## config.mk

```make
export PLATFORM = sky130hd
export DESIGN_NAME = isp_device_flat
export DESIGN_NICKNAME = d
export VERILOG_FILES = /design/src/rtl/isp_pkg.sv /design/src/rtl/isp_link_if.sv /design/src/rtl/isp_device.sv /design/src/flat_wrapper.sv
export SDC_FILE = /design/constraint.sdc
export NUM_CORES = 1
export LEC_CHECK = 0
export ABC_AREA = 1
export BUFFER_PORTS_ARGS = -buffer_cell sky130_fd_sc_hd__buf_4
export CAP_MARGIN = 5
export CORE_MARGIN = 3
export CORE_UTILIZATION = 45
export DETAILED_ROUTE_END_ITERATION = 12
export GPL_TIMING_DRIVEN = 0
export PLACE_DENSITY_LB_ADDON = 0.2
export SLEW_MARGIN = 20
export SYNTH_ARGS = -nofsm -noshare
export SYNTH_HDL_FRONTEND = slang
export SYNTH_SLANG_ARGS = --single-unit
```

## constraint.sdc

```tcl
create_clock -name mclk -period 2.9 [get_ports mclk]
set_clock_uncertainty 0.1 [all_clocks]
set_input_delay 0.435 -clock mclk [delete_from_list [all_inputs] [get_ports mclk]]
set_output_delay 0.435 -clock mclk [all_outputs]
set_load 0.005 [all_outputs]
```

## src/rtl/isp_pkg.sv

```systemverilog
// package for the inertial sensor serial register port, shared by both ends
// assumes a 40 MHz mclk on each end and a 16-bit mode 3 serial link between them

package isp_pkg;

  // ------------------------------------------------------------
  // clock and timing
  // ------------------------------------------------------------
  localparam int CLK_HZ = 40000000;          // mclk rate
  localparam int CLK_NS = 25;                // mclk period in ns
  localparam int SAMPLE_RATE_DSPS = 8192;    // default rate, tenths of a sample per second
  localparam int SAMPLE_CYCLES = (CLK_HZ * 10) / SAMPLE_RATE_DSPS; // rounded down
  localparam int BACKUP_MS = 50;             // nonvolatile backup duration
  localparam int BACKUP_CYCLES = (CLK_HZ / 1000) * BACKUP_MS;
  localparam int DRDY_PULSE_CYCLES = 8;      // long enough for a two-flop sampler
  localparam int SCLK_MAX_KHZ = 2000;        // fastest serial clock in normal mode
  localparam int SCLK_HALF_CYCLES = (CLK_HZ / 1000 / SCLK_MAX_KHZ + 1) / 2; // 10
  localparam int CS_SETUP_NS = 49;           // chip select to first edge, rounded up
  localparam int CS_SETUP_CYCLES = (CS_SETUP_NS + CLK_NS - 1) / CLK_NS;
  localparam int STALL_NS = 9000;            // gap between frames
  localparam int STALL_CYCLES = (STALL_NS + CLK_NS - 1) / CLK_NS;

  // ------------------------------------------------------------
  // frame layout
  // ------------------------------------------------------------
  localparam int FRAME_BITS = 16;
  localparam int RW_BIT = 15;                // 1 = write, 0 = read
  localparam int ADDR_MSB = 14;              // read address REGISTER_ADDRESS_FIELD at 14:8
  localparam int WADDR_MSB = 13;             // write address A5..A0 at 13:8
  localparam int ADDR_LSB = 8;
  localparam logic [15:0] BACKUP_FRAME = 16'hBE01;

  // ------------------------------------------------------------
  // register map (byte addresses of lower bytes)
  // ------------------------------------------------------------
  localparam int REG_WORDS = 32;
  localparam logic [6:0] ADDR_BACKUP_COUNT = 7'h00;
  localparam logic [6:0] ADDR_X_ACCEL = 7'h0A;
  localparam logic [6:0] ADDR_CFG_FIRST = 7'h1A;    // first writable byte
  localparam logic [6:0] ADDR_GPIO_CTRL = 7'h32;
  localparam logic [6:0] ADDR_MSC_CTRL = 7'h34;
  localparam logic [6:0] ADDR_SAMPLE_PERIOD = 7'h36;
  localparam logic [6:0] ADDR_SENS_AVG = 7'h38;
  localparam logic [6:0] ADDR_GLOBAL_CMD = 7'h3E;
  localparam logic [15:0] RST_MSC_CTRL = 16'h0006;
  localparam logic [15:0] RST_SAMPLE_PERIOD = 16'h0001;
  localparam logic [15:0] RST_SENS_AVG = 16'h0402;
  localparam int GPIO_AUX_DIR_BIT = 3;       // aux line drives when set and the sync bit is clear
  localparam int GPIO_AUX_LEVEL_BIT = 11;    // level driven on aux line
  localparam int GPIO_SYNC_EN_BIT = 4;       // aux line is the sync clock when set

  // ------------------------------------------------------------
  // master sequencer states
  // ------------------------------------------------------------
  typedef enum logic [2:0] {
    ISP_M_IDLE = 3'b000,
    ISP_M_SETUP = 3'b001,
    ISP_M_LOW = 3'b010,
    ISP_M_HIGH = 3'b011,
    ISP_M_STALL = 3'b100
  } isp_mstate_t;

endpackage

```

## src/rtl/isp_link_if.sv

```systemverilog
// serial link between the sensor port and its master
// assumes the bench joins the two ends through one instance of this interface
`timescale 1ns/10ps

interface isp_link_if;
  logic sclk;            // serial clock, idles high, made by the master
  logic cs_n;            // chip select, active low
  logic mosi;            // master to device data
  logic miso;            // device to master data
  logic data_ready_line; // new-data-ready pulse from device

  modport dev (input sclk, input cs_n, input mosi, output miso, output data_ready_line);
  modport mst (output sclk, output cs_n, output mosi, input miso, input data_ready_line);
endinterface

```

## src/rtl/isp_device.sv

```systemverilog
// device end: serial slave register port with sample timer and backup engine
// assumes link pins are asynchronous to mclk and are sampled through two flops
`timescale 1ns/10ps
//
// How it works
// - runs samples at 819.2 SPS after reset
// - each sample loads outputs, pulses data-ready
// - only answers master transfers, never starts one
// - data out changes on clock falling edge
// - data in sampled on clock rising edge
// - 16-bit frames, MSB first, mode 3
// - master keeps serial clock under mode limits
// - separate 7-bit addresses for each byte
// - read: command frame then collecting frame
// - next frame returns addressed word, bit 15 first
// - full duplex: reply while taking next command
// - top bit one writes one byte, the upper byte when the address is odd
// - write lands only at frame end
// - frame 0xBE01 backs up user registers
// - backup takes 50 ms
// - backup count increments per backup
// - aux line is io or sync input

module isp_device
  #(
    parameter int SAMPLE_CYC = isp_pkg::SAMPLE_CYCLES, // default sample period in mclk
    parameter int BACKUP_CYC = isp_pkg::BACKUP_CYCLES  // backup duration in mclk
  )
  (
    // clock and reset
    input wire logic mclk,
    input wire logic reset,
    // serial link
    isp_link_if.dev link,
    // auxiliary io or sync clock pin
    input wire logic aux_in,
    output logic aux_out,
    output logic aux_oe_n,
    // status seen by the system
    output logic backup_busy,
    output logic [15:0] sample_count
  );
  import isp_pkg::*;

  // ------------------------------------------------------------
  // input synchronisers
  // ------------------------------------------------------------
  logic [1:0] sclk_sync_ff;  // [0] is read only by [1]
  logic [1:0] cs_sync_ff;
  logic [1:0] mosi_sync_ff;
  logic [1:0] aux_sync_ff;
  logic sclk_prev_ff;        // last synchronised clock level
  logic aux_prev_ff;         // last synchronised aux level

  // two flops per pin; the link is asynchronous to mclk
  always_ff @(posedge mclk)
  begin
    if (reset)
    begin
      sclk_sync_ff <= 2'h3;
      cs_sync_ff <= 2'h3;
      mosi_sync_ff <= 2'h0;
      aux_sync_ff <= 2'h0;
      sclk_prev_ff <= 1'b1;
      aux_prev_ff <= 1'b0;
    end
    else
    begin
      sclk_sync_ff <= {sclk_sync_ff[0], link.sclk};
      cs_sync_ff <= {cs_sync_ff[0], link.cs_n};
      mosi_sync_ff <= {mosi_sync_ff[0], link.mosi};
      aux_sync_ff <= {aux_sync_ff[0], aux_in};
      sclk_prev_ff <= sclk_sync_ff[1];
      aux_prev_ff <= aux_sync_ff[1];
    end
  end

  logic sclk_rise;  // rising edge seen inside a frame
  logic sclk_fall;  // falling edge seen inside a frame
  logic selected;   // chip select asserted
  logic aux_rise;   // sync clock edge
  assign selected = !cs_sync_ff[1];
  assign sclk_rise = selected && sclk_sync_ff[1] && !sclk_prev_ff;
  assign sclk_fall = selected && !sclk_sync_ff[1] && sclk_prev_ff;
  assign aux_rise = aux_sync_ff[1] && !aux_prev_ff;

  // ------------------------------------------------------------
  // serial shifter
  // ------------------------------------------------------------
  logic [3:0] bit_cnt_ff;   // bits taken in this frame
  logic [15:0] rx_sh_ff;    // incoming frame
  logic [15:0] tx_sh_ff;    // outgoing frame
  logic [15:0] tx_word_ff;  // word to send in the next frame
  logic miso_ff;
  logic frame_done;         // sixteenth rising edge
  logic [15:0] frame;       // complete incoming frame
  assign frame_done = sclk_rise && (bit_cnt_ff == 4'hF);
  assign frame = {rx_sh_ff[14:0], mosi_sync_ff[1]};

  // the port is passive: every shift is caused by the master's clock
  always_ff @(posedge mclk)
  begin
    if (reset)
    begin
      bit_cnt_ff <= 4'h0;
      rx_sh_ff <= 16'h0000;
    end
    else if (!selected)
    begin
      bit_cnt_ff <= 4'h0;
    end
    else if (sclk_rise)
    begin
      rx_sh_ff <= frame;                         // msb first
      bit_cnt_ff <= bit_cnt_ff + 4'h1;
    end
  end

  // output side: load while deselected, shift on every falling edge
  always_ff @(posedge mclk)
  begin
    if (reset)
    begin
      tx_sh_ff <= 16'h0000;
      miso_ff <= 1'b0;
    end
    else if (!selected)
    begin
      tx_sh_ff <= tx_word_ff; // reply to the previous command
    end
    else if (sclk_fall)
    begin
      miso_ff <= tx_sh_ff[15];                   // bit 15 first
      tx_sh_ff <= {tx_sh_ff[14:0], 1'b0};
    end
  end
  assign link.miso = miso_ff;

  // ------------------------------------------------------------
  // register file
  // ------------------------------------------------------------
  logic [15:0] regs_ff [REG_WORDS];   // user registers, one word per even address
  logic [15:0] nv_ff [REG_WORDS];     // nonvolatile backup image
  logic [6:0] rd_addr;                // read address, byte granular
  logic [5:0] wr_addr;                // write address
  logic wr_frame;
  logic backup_req;
  logic sample_tick;                  // end of a sample cycle
  logic backup_end;                   // backup time has run out
  logic [15:0] sample_cnt_ff;
  assign rd_addr = frame[ADDR_MSB:ADDR_LSB];
  assign wr_addr = frame[WADDR_MSB:ADDR_LSB];
  assign wr_frame = frame_done && frame[RW_BIT];
  assign backup_req = frame_done && (frame == BACKUP_FRAME);

  // read command picks the word for the next frame; upper half of map reads zero
  always_ff @(posedge mclk)
  begin
    if (reset)
    begin
      tx_word_ff <= 16'h0000;
    end
    else if (frame_done && !frame[RW_BIT])
    begin
      // both byte addresses of a word return the whole word
      tx_word_ff <= rd_addr[6] ? 16'h0000 : regs_ff[rd_addr[5:1]];
    end
    else if (frame_done)
    begin
      tx_word_ff <= 16'h0000; // a write returns nothing next frame
    end
  end

  // one writer for the whole map: samples, backup count and host writes
  always_ff @(posedge mclk)
  begin
    if (reset)
    begin
      for (int i = 0; i < REG_WORDS; i++)
      begin
        regs_ff[i] <= 16'h0000;
      end
      regs_ff[ADDR_MSC_CTRL[5:1]] <= RST_MSC_CTRL;
      regs_ff[ADDR_SAMPLE_PERIOD[5:1]] <= RST_SAMPLE_PERIOD;
      regs_ff[ADDR_SENS_AVG[5:1]] <= RST_SENS_AVG;
    end
    else
    begin
      if (sample_tick)
      begin
        // new-data flag on top, running sample count as data
        regs_ff[ADDR_X_ACCEL[5:1]] <= {2'h2, sample_cnt_ff[13:0]};
      end
      if (backup_end)
      begin
        regs_ff[ADDR_BACKUP_COUNT[5:1]] <= regs_ff[ADDR_BACKUP_COUNT[5:1]] + 16'h0001;
      end
      // byte write only at frame end; read-only and command words are not stored
      if (wr_frame && ({1'b0, wr_addr} >= ADDR_CFG_FIRST)
          && ({1'b0, wr_addr[5:1], 1'b0} != ADDR_GLOBAL_CMD))
      begin
        if (wr_addr[0])
        begin
          regs_ff[wr_addr[5:1]][15:8] <= frame[7:0];
        end
        else
        begin
          regs_ff[wr_addr[5:1]][7:0] <= frame[7:0];
        end
      end
    end
  end

  // ------------------------------------------------------------
  // nonvolatile backup
  // ------------------------------------------------------------
  logic [21:0] backup_cnt_ff;  // cycles left in the backup
  logic backup_busy_ff;

  // image is taken at the command; the busy time models the slow cell write
  always_ff @(posedge mclk)
  begin
    if (reset)
    begin
      backup_busy_ff <= 1'b0;
      backup_cnt_ff <= 22'h0;
    end
    else if (backup_req && !backup_busy_ff)
    begin
      backup_busy_ff <= 1'b1;
      backup_cnt_ff <= 22'(BACKUP_CYC - 1);
    end
    else if (backup_busy_ff)
    begin
      backup_cnt_ff <= backup_cnt_ff - 22'h1;
      if (backup_cnt_ff == 22'h0)
      begin
        backup_busy_ff <= 1'b0;
      end
    end
  end
  assign backup_end = backup_busy_ff && (backup_cnt_ff == 22'h0);
  assign backup_busy = backup_busy_ff;

  // copy of every user word; a command during a running backup is dropped
  always_ff @(posedge mclk)
  begin
    if (backup_req && !backup_busy_ff && !reset)
    begin
      nv_ff <= regs_ff;
    end
  end

  // ------------------------------------------------------------
  // sample timer, sync clock and aux line
  // ------------------------------------------------------------
  logic [15:0] base_cnt_ff;   // cycles within one base period
  logic [7:0] period_cnt_ff;  // base periods within one sample
  logic sync_mode;
  logic [7:0] period_set;
  logic base_tick;
  assign sync_mode = regs_ff[ADDR_GPIO_CTRL[5:1]][GPIO_SYNC_EN_BIT];
  assign period_set = regs_ff[ADDR_SAMPLE_PERIOD[5:1]][7:0];
  assign base_tick = (base_cnt_ff == 16'(SAMPLE_CYC - 1));

  // free running from reset, no command needed
  always_ff @(posedge mclk)
  begin
    if (reset)
    begin
      base_cnt_ff <= 16'h0000;
      period_cnt_ff <= 8'h00;
    end
    else if (base_tick)
    begin
      base_cnt_ff <= 16'h0000;
      // setting of 0 is treated as 1 so the timer never stalls
      period_cnt_ff <= (period_cnt_ff + 8'h01 >= period_set) ? 8'h00 : period_cnt_ff + 8'h01;
    end
    else
    begin
      base_cnt_ff <= base_cnt_ff + 16'h0001;
    end
  end
  // in sync mode the external clock replaces the internal timer
  assign sample_tick = sync_mode ? aux_rise
                     : (base_tick && (period_cnt_ff + 8'h01 >= period_set));

  logic [3:0] drdy_cnt_ff;  // remaining cycles of the data-ready pulse
  logic drdy_ff;
  logic aux_out_ff;
  logic aux_oe_n_ff;

  // stretched pulse so a master on its own clock cannot miss it
  always_ff @(posedge mclk)
  begin
    if (reset)
    begin
      drdy_cnt_ff <= 4'h0;
      drdy_ff <= 1'b0;
      sample_cnt_ff <= 16'h0000;
    end
    else if (sample_tick)
    begin
      drdy_ff <= 1'b1;
      drdy_cnt_ff <= 4'(DRDY_PULSE_CYCLES - 1);
      sample_cnt_ff <= sample_cnt_ff + 16'h0001;
    end
    else if (drdy_cnt_ff != 4'h0)
    begin
      drdy_cnt_ff <= drdy_cnt_ff - 4'h1;
    end
    else
    begin
      drdy_ff <= 1'b0;
    end
  end
  assign link.data_ready_line = drdy_ff;
  assign sample_count = sample_cnt_ff;

  // aux line drives only as a general output and never while it is the sync input
  always_ff @(posedge mclk)
  begin
    if (reset)
    begin
      aux_out_ff <= 1'b0;
      aux_oe_n_ff <= 1'b1;
    end
    else
    begin
      aux_out_ff <= regs_ff[ADDR_GPIO_CTRL[5:1]][GPIO_AUX_LEVEL_BIT];
      aux_oe_n_ff <= !(regs_ff[ADDR_GPIO_CTRL[5:1]][GPIO_AUX_DIR_BIT] && !sync_mode);
    end
  end
  assign aux_out = aux_out_ff;
  assign aux_oe_n = aux_oe_n_ff;

endmodule

```

## src/flat_wrapper.sv

```systemverilog
// flat-port wrapper written by rule: the top's interface ports become plain ports
module isp_device_flat import isp_pkg::*;
#(
    parameter int SAMPLE_CYC = isp_pkg::SAMPLE_CYCLES,                                 
    parameter int BACKUP_CYC = isp_pkg::BACKUP_CYCLES                            
  )
  (mclk, reset, aux_in, aux_out, aux_oe_n, backup_busy, sample_count, link_sclk, link_cs_n, link_mosi, link_miso, link_data_ready_line);
  isp_link_if link_i ();
  input wire logic mclk;
  input wire logic reset;
  input wire logic aux_in;
  output logic aux_out;
  output logic aux_oe_n;
  output logic backup_busy;
  output logic [15:0] sample_count;
  input wire logic [$bits(link_i.sclk)-1:0] link_sclk;
  input wire logic [$bits(link_i.cs_n)-1:0] link_cs_n;
  input wire logic [$bits(link_i.mosi)-1:0] link_mosi;
  output wire logic [$bits(link_i.miso)-1:0] link_miso;
  output wire logic [$bits(link_i.data_ready_line)-1:0] link_data_ready_line;
  assign link_i.sclk = link_sclk;
  assign link_i.cs_n = link_cs_n;
  assign link_i.mosi = link_mosi;
  assign link_miso = link_i.miso;
  assign link_data_ready_line = link_i.data_ready_line;
  isp_device #(.SAMPLE_CYC(SAMPLE_CYC), .BACKUP_CYC(BACKUP_CYC)) u_core (.mclk(mclk), .reset(reset), .link(link_i), .aux_in(aux_in), .aux_out(aux_out), .aux_oe_n(aux_oe_n), .backup_busy(backup_busy), .sample_count(sample_count));
endmodule
```

======== After elaboration in Yosys (flattened, before gate mapping) ========
Index checks and enable logic that the tools add are counted.
cells by class
  reduce and logical (&&, ||, !) cells .... 36
  multiplexer cells ....................... 31
  order comparisons ....................... 4
  $add $sub $neg .......................... 7
  equality and inequality tests ........... 5
  bitwise operators ....................... 2
operators with widths
  kind                   count
  $bwmux 512             2
  $mux 512               2
  $mux 16                12
  $demux 16 s5           2
  $bmux 16 s5            1
  $add 16x1->16 const B  3
  $mux 21                2
  $eq 16x16->1 const B   2
  $logic_not 22->1       1
  $sub 22x1->22 const B  1
  $logic_and 1x1->1      16
  $mux 8                 2
  $add 8x1->8 const B    1
  $ge 8x8->1             1
  $logic_not 1->1        8
  $reduce_bool 2->1      4
  $reduce_or 2->1        4
  $ge 6x5->1 const B     1
  $ge 6x6->1 const B     1
  $lt 6x1->1 const B     1
  $mux 1                 6
  $mux 3                 2
  $not 5->6              1
  $ne 5x5->1 const B     1
  other kinds (7)        8
word-level totals
  register bits after elaboration ......... 644
  input port bits ......................... 6
  logic and storage cells ................. 139
  output and inout port bits .............. 21

======== Depth between registers and ports, before layout ========
  depth in word-level cells ............... 9
  mapped depth ............................ 17
  depth with buffers taken out ............ 17

======== Worst setup path after synthesis ========
Ideal clock, no wire load.
  path type ............................... reg2reg
  start point ............................. register u_core.period_cnt_ff[0]
  end point ............................... register u_core.drdy_cnt_ff[0]
  setup time .............................. 0.113 ns
  path buffers ............................ 1
  stages on the path, launching flop included .. 14
  period minus slack after synthesis ...... 2.351 ns
  required time ........................... 2.687 ns
  arrival time ............................ 2.138 ns
  slack ................................... 0.549 ns
  cell sequence ........................... dfxtp_1 -> ha_1 -> nand3_1 -> nor3_1 -> xor2_1 -> ha_1 -> nand2_1 -> o21a_1 -> nand2_1 -> nand2_1 -> clkbuf_1 -> nand3_1 -> nor2_1 -> nor2_1
between the ends
  longest elaborated chain between the ends .. 5
  elaborated cells on any way between the ends .. 6
  those cells by class .................... add/sub: 1; order compare: 1; mux: 2; reduce/logical: 2
ends and longest elaborated chain
  element                                             RTL line           text
  from (decl)                                         isp_device.sv:258  logic [7:0] period_cnt_ff;
  from (signal assigned)                              isp_device.sv:278  period_cnt_ff <= (period_cnt_ff + 8'h01 >= period_set) ? 8'h00 : period_cnt_ff + 8'h01;
  $add 8x1->8 (*)                                     isp_device.sv:287  : (base_tick && (period_cnt_ff + 8'h01 >= period_set));
  $ge 8x8->1 (*)                                      isp_device.sv:287
  $logic_and 1x1->1 (*)                               isp_device.sv:287
  $mux 1 (*)                                          isp_device.sv:286  assign sample_tick = sync_mode ? aux_rise
  $mux 3 / $reduce_bool 2->1 (equally long branches)  n/a
  to (signal assigned)                                isp_device.sv:306  drdy_cnt_ff <= 4'(DRDY_PULSE_CYCLES - 1);
  to (signal assigned)                                isp_device.sv:311  drdy_cnt_ff <= drdy_cnt_ff - 4'h1;
  to (decl)                                           isp_device.sv:289  logic [3:0] drdy_cnt_ff;
Mark *: on every way between the ends. The rest lies on a longest branch, timed or not.
A chain may end at the register's enable or synchronous reset.

==> impl_metrics.csv <==
group,metric,value,unit
yosys,syn_area_per_cell,6.55,µm²
timing,max_freq,345,MHz
pwr,power-per-cell-area,573,mW/mm²
yosys,synth_top_area_cell,"dfxtp_1",
pwr,ir_worst_vdd,0.463,mV
status,status,"complete, no violations",
global_route,grt_pass1_wl,165000,µm
global_route,grt_start_max_net_pins,14,
yosys,ys_warn_count,0,
placed_design,routabilityCongestion,1.03,
setup_path,cp_max_fo,9,
yosys,yosysMostFrequentCell,"nand2_1",
global_route,grt_pass1_vias,26500,
route,drtAntennaViolNets,0,
yosys,syn_area,0.0291,mm²
cts,root_buffer,"clkbuf_16",
yosys,ys.flop_type,"dfxtp_1",
yosys,async_flop_share,0,%
yosys,seq_area_frac_synth,44.3,%
floorplan,ioPinCount,27,
timing,hold_viol,0,
yosys,synth_edf_count,0,
timing,worst_pin_slew,1.19,ns
layout,fin_util,51.8,%
route,num_vias,29500,
yosys,synthDistinctLibCells,37,
yosys,synth_common_cells,"nand2_1, dfxtp_1, nand3_1, nor2_1, a21oi_1",
route,drt_iter0_markers,3567,
floorplan,dieHeight,260,µm
cts,clk_path_buf_depth,3,
placed_design,portBuffers,25,
setup_path,rr_startpoint,"u_core.rx_sh_ff[9]$_SDFFE_PP0P_",
run,maxCapViolations,0,
layout,syn_to_final_growth,12.9,%
timing,setup_ws,0.00259,ns
pwr,total_power,0.0189,W
floorplan,die_w,260,µm
layout,regArea,0.0129,mm²
route,first_pass_iters,6,
placed_design,dp.cells,5322,
global_route,gr-total-overflow,0,
layout,nets,4579,
yosys,syn_nets,4473,
global_route,grt_util_all_layers,32.5,%
floorplan,rows,92,
setup_path,slowest_delay,0.57,ns
layout,fillerInstances,6599,
cts,numCtsBuffers,73,
timing,post-route-period-util,99.9,%
pwr,power.leakage,13.4,nW
setup_path,cp_data_arrival_time,3.26,ns
timing,relSlewSlack,20.4,%
timing,min_period,2.90,ns
timing,timing.final.max_slew_violations,0,
yosys,synth_cells,4451,
worst_hold_path,min_from,"u_core.mosi_sync_ff[0]$_SDFF_PP0_",
route,wl_per_cell,20.7,µm
setup_path,worstPathCellList,"clkbuf_1 -> inv_2 -> nor2_2 -> nand2_1 -> nor2_2 -> nand3_1 -> nand2_1 -> a21oi_1",
yosys,synth_top_area_share,44.3,%
setup_path,cp_slowest_cell,"nor2_2",
setup_path,required,3.26,ns
route,drt-total-wl,113000,µm
timing,fin_hold_ws,0.300,ns
placed_design,hpwl,79100,µm
placed_design,place_ws,-0.352,ns
route,post-route-drc-count,0,
timing,final-setup-viol-count,0,
yosys,ys_top_cells_by_area,"dfxtp_1, nand2_1, nand3_1, a21oi_1, nor2_1",
cts,clkSlewWorstSetupHoldPaths,0.07,ns
cts,htreeDepth,3,
floorplan,start_util,45.9,%
floorplan,core-area,0.0635,mm²
setup_path,reg2reg_depth,8,
setup_path,worstSetupEndpointType,"flop",
cts,cts_sinks,644,
layout,multiInputGateArea,0.0140,mm²
floorplan,dieArea,0.0678,mm²
setup_path,regToRegSetupSlack,0.003,ns
setup_path,startpoint_type,"flop",
layout,instances_no_fill,5450,
worst_hold_path,holdCritPathClass,"flop to flop",
cts,clkLatencyLatePin,0.63,ns
cts,tritoncts,"done",
layout,drive_gt1_share,6.50,%
setup_path,worst-setup-path-type,"flop to flop",
setup_path,startpoint,"u_core.rx_sh_ff[9]$_SDFFE_PP0P_",
yosys,ys_ff_latch,644,
route,via_per_inst,5.41,
global_route,antenna_found_initial,4,
[where the power goes]
group	leakage, nW	switching, W	internal (W)
clock network	1.18	0.00390	0.00558
registers	5.19	0.0000171	0.00888
logic	7.03	0.000382	0.000106
total	13.4	0.00430	0.0146
[cell type report]
cell class	count	share of cell area, %
Buffer	264	3.54
Multi-Input combinational cell	3226	42.4
Clock buffer	100	6.36
Inverter	317	3.62
Antenna cell	1	0.00761
Tap cell	846	3.22
Clock inverter	21	0.913
Sequential cell	644	39.2
Timing Repair Buffer	31	0.738
[worst max-delay path: cells and delay by family (launching register included)]
kind / cells / cell delay [ns]
flops: 1 / 0.32
buf+inv: 2 / 0.48
simple gates: 5 / 1.74
compound gates: 1 / 0.08
[kinds of logic (layout without fill, tap and decap cells)]
| kind of cell | count (synthesis) | after routing | share of synthesized area [%] |
|---|---|---|---|
| simple gates | 2688 | 2688 | 37.4 |
| xor+xnor | 40 | 40 | 1.20 |
| compound gates | 482 | 482 | 8.50 |
| buf+inv | 581 | 733 | 7.94 |
| other cells | 0 | 1 | 0 |
| flops | 644 | 644 | 44.3 |
| fa+ha+maj | 16 | 16 | 0.687 |
[layer usage]
| layer | global-route usage, % | share of wire (%) | wire length, µm | up-vias |
|---|---|---|---|---|
| met4 | 16.6 | 5.9 | 6610 | 4 |
| met5 | 0 | 0.023 | 26 | - |
| met3 | 7.40 | 10 | 11300 | 365 |
| met1 | 43.5 | 42 | 47200 | 13600 |
| li1 | - | - | - | 14200 |
| met2 | 49.1 | 42 | 47500 | 1385 |
[worst min-delay path by stage]
stage,cells past startpoint,to,slack [ns]
floorplan,2,u_core.aux_sync_ff[1]$_SDFF_PP0_,0.29
global placement,2,u_core.mosi_sync_ff[1]$_SDFF_PP0_,0.29
detailed placement,2,u_core.mosi_sync_ff[1]$_SDFF_PP0_,0.30
CTS,2,u_core.aux_sync_ff[1]$_SDFF_PP0_,0.31
global route,2,u_core.aux_sync_ff[1]$_SDFF_PP0_,0.33
finish,2,u_core.mosi_sync_ff[1]$_SDFF_PP0_,0.30
[through the flow]
step	setup TNS (ns)	cell area (µm²)
global route	-0.0333	32900
CTS	0	32800
global placement	-12.23	30400
floorplan	0	29100
detailed placement	-15.33	30400
finish	0	32900
[repair_timing]
action	CTS	global route
setup buffers	0	2
pin swaps	0	3
endpoints found under the hold margin	4	0
hold buffers	4	0
setup endpoints to repair	97	257
resized for setup	10	73
[cells in the final DEF (no fill, tap or decap), drive strengths merged]
cell type,count
o21a,1
o21bai,1
a31oi,23
ha,16
dlygate4sd3,4
o211ai,4
nand4,16
bufinv,6
nand2,1819
buf,122
dfxtp,644
and2,1
xor2,33
nand3b,16
diode,1
nor4,2
nor3,46
o21ai,97
o21ba,1
nor3b,3
nand3,375
clkbuf,269
nor2,401
a21oi,355
clkinv,14
and3,1
xnor2,7
inv,318
or2,8
Note: power is estimated with default switching activity, not from simulation.
